$ cat config.mk
export PLATFORM = sky130hd
export DESIGN_NAME = pste_encoder
export DESIGN_NICKNAME = d
export VERILOG_FILES = /design/src/hw/pste_pkg.sv /design/src/hw/pste_encoder.sv
export SDC_FILE = /design/constraint.sdc
export NUM_CORES = 1
export LEC_CHECK = 0
export CORE_ASPECT_RATIO = 0.9
export CORE_MARGIN = 2
export CORE_UTILIZATION = 30
export DETAILED_ROUTE_END_ITERATION = 6
export DONT_BUFFER_PORTS = 1
export HOLD_SLACK_MARGIN = 0.1
export SLEW_MARGIN = 30
export SYNTH_ARGS = -nofsm -noshare
export SYNTH_HDL_FRONTEND = slang
export SYNTH_SLANG_ARGS = --single-unit
$ cat constraint.sdc
create_clock -name i_sys_clk -period 3.4 [get_ports i_sys_clk]
set_input_delay 0.17 -clock i_sys_clk [delete_from_list [all_inputs] [get_ports i_sys_clk]]
set_output_delay 0.17 -clock i_sys_clk [all_outputs]
set_load 0.005 [all_outputs]
$ cat src/hw/pste_pkg.sv
package pste_pkg;
  // Trace buffer entry: bit 5 set marks a debug data nibble.
  localparam int        ENT_W      = 6;
  localparam int        FIFO_DEPTH = 16;
  localparam logic      ENT_DATA   = 1'b1;
  localparam logic      ENT_STAT   = 1'b0;
  // Processor status codes.
  localparam logic [4:0] C_CONT   = 5'h00;
  localparam logic [4:0] C_BEGIN  = 5'h01;
  localparam logic [4:0] C_USER   = 5'h03;
  localparam logic [4:0] C_PULSE  = 5'h04;
  localparam logic [4:0] C_TAKEN  = 5'h05;
  localparam logic [4:0] C_RTE    = 5'h07;
  localparam logic [4:0] C_DAT1   = 5'h08;
  localparam logic [4:0] C_DAT2   = 5'h09;
  localparam logic [4:0] C_DAT4   = 5'h0b;
  localparam logic [4:0] C_ADR2   = 5'h0d;
  localparam logic [4:0] C_ADR3   = 5'h0e;
  localparam logic [4:0] C_RUN2   = 5'h12;
  localparam logic [4:0] C_EXC    = 5'h1c;
  localparam logic [4:0] C_STOP   = 5'h1e;
  localparam logic [4:0] C_HALT   = 5'h1f;
  // Run compression and repeat limits.
  localparam logic [3:0] RUN_MAX  = 4'ha;
  localparam logic [1:0] REP_MAX  = 2'h2;
  // Nibble counts per marker.
  localparam logic [3:0] NIB_B1   = 4'h2;
  localparam logic [3:0] NIB_B2   = 4'h4;
  localparam logic [3:0] NIB_B3   = 4'h6;
  localparam logic [3:0] NIB_B4   = 4'h8;
  // Operand size and branch-target capture settings.
  localparam logic [1:0] SZ_BYTE  = 2'h0;
  localparam logic [1:0] SZ_WORD  = 2'h1;
  localparam logic [1:0] BTB_OFF  = 2'h0;
  localparam logic [1:0] BTB_TWO  = 2'h1;
  // Core events, one per accepted cycle.
  typedef enum logic [3:0] {
    K_CONT = 4'h0, K_SEQ = 4'h1, K_USER = 4'h2, K_PULSE = 4'h3,
    K_WDATA = 4'h4, K_BRANCH = 4'h5, K_SYNC = 4'h6, K_RTE = 4'h7,
    K_EXC = 4'h8, K_STOP = 4'h9, K_HALT = 4'ha
  } pste_kind_e;
  typedef enum logic [3:0] {
    S_IDLE = 4'b0001, S_CODE = 4'b0010, S_MARK = 4'b0100, S_NIB = 4'b1000
  } pste_state_e;
endpackage : pste_pkg

$ cat src/hw/pste_encoder.sv
`timescale 1ns/1ps
// Contract
// - At least one status code for every executed instruction.
// - Non-PC-relative flow change: marker then target address nibbles.
// - Data trace on: peripheral access gives marker then operand nibbles.
// - Stream goes into the on-chip trace buffer, not to pins.
// - Hold sequential codes, flush on other code, max count or data.
// - Status code is five bits wide.
// - Continue code 0x00 on later cycles of multi-cycle instructions.
// - Begin-one-instruction code 0x01 for ordinary instructions.
// - Code 0x03 after the instruction entering user mode.
// - Code 0x04 for pulse and write-debug-data, then marker and operand.
// - Code 0x05 for taken branch or program counter sync, address optional.
// - Code 0x07 when return-from-exception starts.
// - Data markers 0x08, 0x09, 0x0B; capture gated by data capture control.
// - Data marker precedes first data nibble by exactly one cycle; the code pushes that nibble on the next cycle the FIFO has room.
// - Address markers 0x0D or 0x0E lead address by one cycle; the code pushes the first nibble on the next cycle the FIFO has room.
// - Runs of 2 to 10 sequential instructions use 0x12 to 0x1A.
// - Exception, stopped, halted codes recorded twice, then suppressed.
// - Each trace buffer entry is six bits wide.

// Synchronous FIFO between the encoder and the trace buffer write port.
module pste_fifo
  import pste_pkg::*;
#(
  parameter int W = 6,
  parameter int D = 16
) (
  input  wire logic         i_sys_clk,
  input  wire logic         i_rst,
  input  wire logic         i_in_valid,
  output logic              o_in_ready,
  input  wire logic [W-1:0] i_in_data,
  output logic              o_out_valid,
  input  wire logic         i_out_ready,
  output logic [W-1:0]      o_out_data
);
  localparam int AW = $clog2(D);
  logic [W-1:0] mem_q [D];
  logic [AW:0]  wr_q, wr_d, rd_q, rd_d;
  logic         push, pop;

  // Extra pointer bit tells full from empty.
  always_comb
  begin
    o_in_ready  = (wr_q[AW] == rd_q[AW]) || (wr_q[AW-1:0] != rd_q[AW-1:0]);
    o_out_valid = (wr_q != rd_q);
    o_out_data  = mem_q[rd_q[AW-1:0]];
    push        = i_in_valid && o_in_ready;
    pop         = o_out_valid && i_out_ready;
    wr_d        = push ? wr_q + 1'b1 : wr_q;
    rd_d        = pop ? rd_q + 1'b1 : rd_q;
  end

  // Pointers and storage; storage needs no reset.
  always_ff @(posedge i_sys_clk)
  begin
    if (i_rst)
    begin
      wr_q <= '0;
      rd_q <= '0;
    end
    else
    begin
      wr_q <= wr_d;
      rd_q <= rd_d;
    end
    if (push)
      mem_q[wr_q[AW-1:0]] <= i_in_data;
  end
endmodule : pste_fifo

// Status/debug data encoder with run compression feeding the trace buffer.
module pste_encoder
  import pste_pkg::*;
(
  input  wire logic        i_sys_clk,
  input  wire logic        i_rst,
  input  wire logic        i_ev_valid,
  output logic             o_ev_ready,
  input  wire pste_kind_e  i_ev_kind,
  input  wire logic        i_ev_indirect,
  input  wire logic [23:0] i_ev_target,
  input  wire logic [31:0] i_ev_data,
  input  wire logic [1:0]  i_ev_size,
  input  wire logic        i_per_valid,
  output logic             o_per_ready,
  input  wire logic [31:0] i_per_data,
  input  wire logic [1:0]  i_per_size,
  input  wire logic        i_data_capture_control,
  input  wire logic [1:0]  i_branch_target_capture,
  output logic             o_tb_valid,
  input  wire logic        i_tb_ready,
  output logic [ENT_W-1:0] o_tb_entry
);
  pste_state_e      st_q, st_d;
  logic [3:0]       run_q, run_d, nib_q, nib_d, c_nib;
  logic [1:0]       rep_q, rep_d;
  logic [4:0]       last_q, last_d, code_q, code_d, mark_q, mark_d;
  logic [4:0]       c_code, c_mark; // Five-bit status codes.
  logic             hasc_q, hasc_d, hasm_q, hasm_d, c_hasc, c_hasm;
  logic [31:0]      sh_q, sh_d, c_sh;
  logic             fifo_rdy, ev_take, per_take, push, is_mode;
  logic [ENT_W-1:0] push_ent;

  // Accumulated code for a run of n sequential instructions.
  function automatic logic [4:0] acc_code(input logic [3:0] n);
    acc_code = (n == 4'h1) ? C_BEGIN : C_RUN2 + {1'b0, n} - 5'h02;
  endfunction : acc_code

  // Operands stall the core while a previous packet drains.
  always_comb
  begin
    // Ready is settled first so that the take below never sees a stale value.
    o_ev_ready  = (st_q == S_IDLE) && fifo_rdy;
    ev_take     = i_ev_valid && o_ev_ready;
    o_per_ready = !i_data_capture_control ||
                  ((st_q == S_IDLE) && fifo_rdy && !i_ev_valid);
    per_take    = i_per_valid && o_per_ready && i_data_capture_control;
  end

  // Decode of the accepted event into code, marker and operand.
  always_comb
  begin
    c_code = C_BEGIN;
    c_hasc = 1'b1;
    c_mark = C_DAT4;
    c_hasm = 1'b0;
    c_sh   = i_ev_data;
    c_nib  = NIB_B4;
    if (!ev_take)
    begin
      c_hasc = 1'b0;
      c_hasm = per_take;
      c_sh   = i_per_data;
    end
    else
    begin
      case (i_ev_kind)
        K_CONT:  c_code = C_CONT;
        K_SEQ:   c_code = C_BEGIN;
        K_USER:  c_code = C_USER;
        K_PULSE: c_code = C_PULSE;
        K_WDATA:
        begin
          c_code = C_PULSE;
          c_hasm = 1'b1;
        end
        K_BRANCH, K_SYNC:
        begin
          c_code = C_TAKEN;
          c_hasm = (i_ev_indirect || i_ev_kind == K_SYNC) &&
                   (i_branch_target_capture != BTB_OFF);
          c_sh   = {8'h00, i_ev_target};
          c_mark = (i_branch_target_capture == BTB_TWO) ? C_ADR2 : C_ADR3;
          c_nib  = (i_branch_target_capture == BTB_TWO) ? NIB_B2 : NIB_B3;
        end
        K_RTE:   c_code = C_RTE;
        K_EXC:   c_code = C_EXC;
        K_STOP:  c_code = C_STOP;
        K_HALT:  c_code = C_HALT;
        default: c_hasc = 1'b0; // Undefined kinds emit nothing.
      endcase
    end
    // Data marker and nibble count follow the operand size.
    if ((!ev_take) || (i_ev_kind == K_WDATA))
    begin
      case (ev_take ? i_ev_size : i_per_size)
        SZ_BYTE:
        begin
          c_mark = C_DAT1;
          c_nib  = NIB_B1;
        end
        SZ_WORD:
        begin
          c_mark = C_DAT2;
          c_nib  = NIB_B2;
        end
        default:
        begin
          c_mark = C_DAT4;
          c_nib  = NIB_B4;
        end
      endcase
    end
    // Long modes record two copies, then go quiet.
    is_mode = (c_code == C_EXC) || (c_code == C_STOP) || (c_code == C_HALT);
    if (c_hasc && is_mode && (c_code == last_q) && (rep_q == REP_MAX))
      c_hasc = 1'b0;
  end

  // Sequencer: flush, status code, marker, then nibbles.
  always_comb
  begin
    st_d     = st_q;
    run_d    = run_q;
    rep_d    = rep_q;
    last_d   = last_q;
    code_d   = code_q;
    hasc_d   = hasc_q;
    mark_d   = mark_q;
    hasm_d   = hasm_q;
    sh_d     = sh_q;
    nib_d    = nib_q;
    push     = 1'b0;
    push_ent = {ENT_STAT, C_CONT};
    case (st_q)
      S_IDLE:
      begin
        if (ev_take || per_take)
        begin
          if (ev_take)
          begin
            last_d = c_code;
            rep_d  = (c_code == last_q && rep_q != REP_MAX) ?
                     rep_q + 2'h1 : (c_code == last_q ? rep_q : 2'h1);
          end
          if (ev_take && i_ev_kind == K_SEQ)
          begin
            // Hold back plain begin codes until something breaks the run.
            if (run_q + 4'h1 == RUN_MAX)
            begin
              push     = 1'b1;
              push_ent = {ENT_STAT, acc_code(RUN_MAX)};
              run_d    = 4'h0;
            end
            else
              run_d = run_q + 4'h1;
          end
          else
          begin
            code_d = c_code;
            hasc_d = c_hasc;
            mark_d = c_mark;
            hasm_d = c_hasm;
            sh_d   = c_sh;
            nib_d  = c_nib;
            if (run_q != 4'h0)
            begin
              push     = 1'b1;
              push_ent = {ENT_STAT, acc_code(run_q)};
              run_d    = 4'h0;
              st_d     = c_hasc ? S_CODE : (c_hasm ? S_MARK : S_IDLE);
            end
            else if (c_hasc)
            begin
              push     = 1'b1;
              push_ent = {ENT_STAT, c_code};
              st_d     = c_hasm ? S_MARK : S_IDLE;
            end
            else if (c_hasm)
            begin
              push     = 1'b1;
              push_ent = {ENT_STAT, c_mark};
              st_d     = S_NIB;
            end
          end
        end
      end
      S_CODE:
      begin
        push     = fifo_rdy;
        push_ent = {ENT_STAT, code_q};
        if (fifo_rdy)
          st_d = hasm_q ? S_MARK : S_IDLE;
      end
      S_MARK:
      begin
        push     = fifo_rdy;
        push_ent = {ENT_STAT, mark_q};
        if (fifo_rdy)
          st_d = S_NIB;
      end
      S_NIB:
      begin
        push     = fifo_rdy;
        push_ent = {ENT_DATA, 1'b0, sh_q[3:0]};
        if (fifo_rdy)
        begin
          sh_d  = sh_q >> 4;
          nib_d = nib_q - 4'h1;
          if (nib_q == 4'h1)
            st_d = S_IDLE;
        end
      end
      default: st_d = S_IDLE;
    endcase
  end

  // Sequencer registers.
  always_ff @(posedge i_sys_clk)
  begin
    if (i_rst)
    begin
      st_q   <= S_IDLE;
      run_q  <= 4'h0;
      rep_q  <= 2'h0;
      last_q <= C_CONT;
      code_q <= C_CONT;
      hasc_q <= 1'b0;
      mark_q <= C_CONT;
      hasm_q <= 1'b0;
      sh_q   <= 32'h0;
      nib_q  <= 4'h0;
    end
    else
    begin
      st_q   <= st_d;
      run_q  <= run_d;
      rep_q  <= rep_d;
      last_q <= last_d;
      code_q <= code_d;
      hasc_q <= hasc_d;
      mark_q <= mark_d;
      hasm_q <= hasm_d;
      sh_q   <= sh_d;
      nib_q  <= nib_d;
    end
  end

  // Six-bit entries buffered toward the trace buffer.
  pste_fifo #(
    .W (ENT_W),
    .D (FIFO_DEPTH)
  ) u_fifo (
    .i_sys_clk   (i_sys_clk),
    .i_rst       (i_rst),
    .i_in_valid  (push),
    .o_in_ready  (fifo_rdy),
    .i_in_data   (push_ent),
    .o_out_valid (o_tb_valid),
    .i_out_ready (i_tb_ready),
    .o_out_data  (o_tb_entry)
  );

  // Checks on the produced stream.
  property p_no_reserved;
    @(posedge i_sys_clk) disable iff (i_rst)
    (push && push_ent[5] == ENT_STAT) |-> !(push_ent[4:0] inside
      {5'h02, 5'h06, 5'h0a, 5'h0c, 5'h0f, 5'h10, 5'h11, 5'h1d});
  endproperty
  a_no_reserved: assert property (p_no_reserved)
    else $error("Reserved status code pushed.");
  property p_mark_lead;
    @(posedge i_sys_clk) disable iff (i_rst)
    (st_q == S_MARK && push) |=> (st_q == S_NIB && push_ent[5] == ENT_DATA);
  endproperty
  a_mark_lead: assert property (p_mark_lead)
    else $error("Marker not followed by a nibble.");
  property p_nib_order;
    @(posedge i_sys_clk) disable iff (i_rst)
    (st_q == S_NIB && push && nib_q != 4'h1) |=>
      (sh_q == ($past(sh_q) >> 4));
  endproperty
  a_nib_order: assert property (p_nib_order)
    else $error("Nibbles not shifted low first.");
  property p_run_max;
    @(posedge i_sys_clk) disable iff (i_rst) run_q < RUN_MAX;
  endproperty
  a_run_max: assert property (p_run_max)
    else $error("Run count passed its maximum.");
  property p_flush;
    @(posedge i_sys_clk) disable iff (i_rst)
    ((ev_take && i_ev_kind != K_SEQ || per_take) && run_q != 4'h0) |->
      (push && push_ent == {ENT_STAT, acc_code(run_q)}) ##1 run_q == 4'h0;
  endproperty
  a_flush: assert property (p_flush)
    else $error("Held run not flushed.");
  property p_rep;
    @(posedge i_sys_clk) disable iff (i_rst) rep_q <= REP_MAX;
  endproperty
  a_rep: assert property (p_rep)
    else $error("Mode repeat count too high.");
  property p_cont;
    @(posedge i_sys_clk) disable iff (i_rst)
    (ev_take && i_ev_kind == K_CONT && run_q == 4'h0) |->
      push && push_ent == {ENT_STAT, C_CONT};
  endproperty
  a_cont: assert property (p_cont)
    else $error("Continue code missing.");
  property p_wdata;
    @(posedge i_sys_clk) disable iff (i_rst)
    (ev_take && i_ev_kind == K_WDATA && run_q == 4'h0) |->
      push_ent == {ENT_STAT, C_PULSE} ##1 st_q == S_MARK;
  endproperty
  a_wdata: assert property (p_wdata)
    else $error("Write-debug-data packet malformed.");
  c_run10: cover property (@(posedge i_sys_clk)
    push && push_ent == {ENT_STAT, acc_code(RUN_MAX)});
  c_addr: cover property (@(posedge i_sys_clk)
    st_q == S_MARK && mark_q == C_ADR3 && push);
  c_data: cover property (@(posedge i_sys_clk) per_take ##[1:3] st_q == S_NIB);
endmodule : pste_encoder

==> metrics.txt <==
maxcap violations=0; cells along the critical path=or4b_1 > buf_4 > nor2_1 > o21ai_0 > nor2_2 > o21ai_2 > buf_12 > a211oi_1 > dlygate4sd3_1 > a21oi_1 > nor2_1; core area=27240 sq um; fin nets=905; drt pass-1 iters=5; Cells after Synth=766; Longest Clk Path Bufs=2; Via density=5.316; CTS clock-pin slew for the worst setup and hold paths=0.07 ns; clock root buffer=clkbuf_16; CTS Sinks=169; Remaining DRCs=0; worst path arrival time=3.59 ns; max incr delay on CP=0.62 ns; final setup vio count=0; Total GRT Usage=14.66%; worst setup path startpoint=st_q[1]$_SDFFE_PP0P_; top cell type's share of synthesized area=between 30% and 40%; Final Hold Viols=0; fmax=310.9 MHz; top cells by area, synth=edfxtp_1 34%, dfxtp_1 17%, mux4_2 8.1%; Num CTS Buffers=17; vias in the first global route=5898; final WL=21020 um; Worst Hold Class=in2reg; crit path kind=reg2reg; fin crit period=3.216 ns; I/O Buffers=0; gpl congestion=0.8900; global route overflow=0; Initial Util=30.71%; Post-synth EDFFs=96; Yosys top cell by area=edfxtp_1; antenna-violating nets left=0; DP Wirelength=14950 um; area delta synth->final=16.54%; total power draw=0.007634 W; most used cell, CP=nor2_1; Die Wd=180.0 um; number of antenna violations at the first check in global routing=0; buffer and inverter count on the worst path=3; syn nets=883; first-pass GRT wire length=33390 um; FP Rows=57; Distinct cells, synth=68; vias after detailed routing=between 6000 and 7000; fin crit share=a little over nine tenths; Top Ports=114; Clock Latency Late Sink=0.44 ns; Worst slew margin=56.49%; H-tree levels=4; commonest non-fill, non-tap cell in the layout=nor2_1; Worst-Margin Slew=0.6362 ns; slowest stage cell, crit path=or4b_1; cell family with most CP delay=simple AND/OR/NAND/NOR gates; most frequent cells in the layout=116 x nor2_1, 96 x edfxtp_1, 73 x dfxtp_1; Worst EP required=between 3 and 4 ns; Post-synth ARST share=0%; Slew Viols, Final=0; Worst setup SP type=register; hold path startpoint=i_per_data[24]; postcts setup bufs=0; Reg area=4344 sq um; worst flop-to-flop path startpoint=st_q[1]$_SDFFE_PP0P_; First DRT Iteration DRCs=520; Pwr Density=783.0 nW/um^2; fill count=2696; CTS tree=yes; crit end category=register; layout cells sized above 1=16.10%; Yosys Warn Count=0; syn_area_per_cell=10.92 sq um; synthesized area=between 8000 and 9000 sq um; Die Area=29240 sq um; RSZ-0062 raised after global routing=false; post-synthesis sequential area ratio=51.92%; Die Ht=162.4 um; Antenna Cells=0; Avg WL per Cell=18.19 um; worst-path fanout max=42; multi-input logic area=3774 sq um; largest net degree at the start of global routing=70; VDD IR-drop max=0.0004337 V; setup skew after layout=0.01348 ns; outcome=complete, no violations; Fin Setup TNS=0 ns; dominant synthesized flop cell=edfxtp_1; Yosys reg bits=~170; leak pwr=3.390 nW
cell type report:
type	instances	area share (%)
clock inverter	15	1.925
tap	354	4.543
sequential	169	44.55
clock buffer	17	4.363
inverter	17	0.6544
multi-input combinational	526	38.70
timing repair buffer	57	5.261
flip-flops by register name (all words and copies together) (netlist names), named ones only:
| register | flops |
|---|---|
| run_q | 4 |
| sh_q | 32 |
| u_fifo.mem_q | 96 |
| hasm_q | 1 |
| nib_q | 4 |
| st_q | 4 |
| u_fifo.wr_q | 5 |
| u_fifo.rd_q | 5 |
| rep_q | 2 |
| last_q | 4 |
| mark_q | 4 |
| code_q | 4 |
report_power, final:
part,internal [W],switching [W],leakage [nW]
registers,0.00257,0.000189,1.49
logic,0.00118,0.00173,1.61
clock network,0.00100,0.000951,0.293
cells in the mapped netlist (3+ instances only):
cell type / n
nor2_1: 117
edfxtp_1: 96
dfxtp_1: 73
a211oi_1: 62
nand2_1: 44
nor3_1: 42
clkbuf_1: 40
a21oi_1: 35
mux4_2: 30
mux2i_1: 27
inv_1: 17
o21ai_0: 16
nand3_1: 13
ha_1: 12
buf_2: 9
xnor2_1: 9
nand2b_1: 7
nor3b_1: 6
o22ai_1: 6
a22oi_1: 5
and2_1: 5
and3_1: 5
buf_1: 5
nand3b_1: 5
a222oi_1: 4
nor2b_1: 4
o211ai_1: 4
o31ai_1: 4
xor2_1: 4
a311oi_1: 3
a31oi_1: 3
nand4_1: 3
or4b_2: 3
worst reg2reg max path, stage by stage, from the launching register on:
cell,delay (ns)
dfxtp_1,0.36
or4b_1,0.62
buf_4,0.21
nor2_1,0.13
o21ai_0,0.23
nor2_2,0.33
o21ai_2,0.13
buf_12,0.19
a211oi_1,0.23
dlygate4sd3_1,0.60
a21oi_1,0.04
nor2_1,0.07
path summary, 6_finish.rpt:
kind / endpoint / slack, ns / cells past startpoint
setup / recovery: sh_q[28]$_SDFFE_PP0P_ / 0.18 / 11
setup reg to reg: sh_q[28]$_SDFFE_PP0P_ / 0.18 / 11
hold reg to reg: code_q[1]$_SDFFE_PP0P_ / 0.46 / 2
hold / removal: sh_q[24]$_SDFFE_PP0P_ / 0.12 / 4
per-layer routing:
layer / vias to the layer above / track usage, % / share of wire, %
li1: 2947 / - / -
met1: 2905 / 19.88 / 45
met2: 253 / 23.88 / 47
met3: 35 / 2.818 / 6.0
met4: 0 / 4.472 / 1.6
met5: - / 0 / 0
what timing repair did:
item / in CTS / in global routing
resized for setup: 0 / 1
setup endpoints to repair: 0 / 3
hold buffers: 17 / 0
hold endpoints to repair: 73 / 0
stage by stage:
stage               cells  setup slack (ns)  cell area [sq um]  hold WS [ns]  util, %
finish               1155            0.1838               9751        0.1193    35.79
global route         1155           0.04625               9751        0.1480    35.79
CTS                  1155            0.1929               9748        0.1198    35.78
detailed placement   1106            0.2897               8947        0.2549    32.84
global placement     1106            0.4255               8947        0.2517    32.84
floorplan             766            0.2558               8367        0.3970        -
logic make-up after synthesis:
group	Yosys count	synth area share, %
AND/OR/NAND/NOR	270	15.34
adder cells (fa/ha/maj)	12	1.794
AO/OA/AOI/OAI	172	14.64
buffers and inverters	71	3.320
multiplexers	59	11.62
XOR/XNOR	13	1.361
flip-flops	169	51.92
Note: power is estimated with default switching activity, not from simulation.
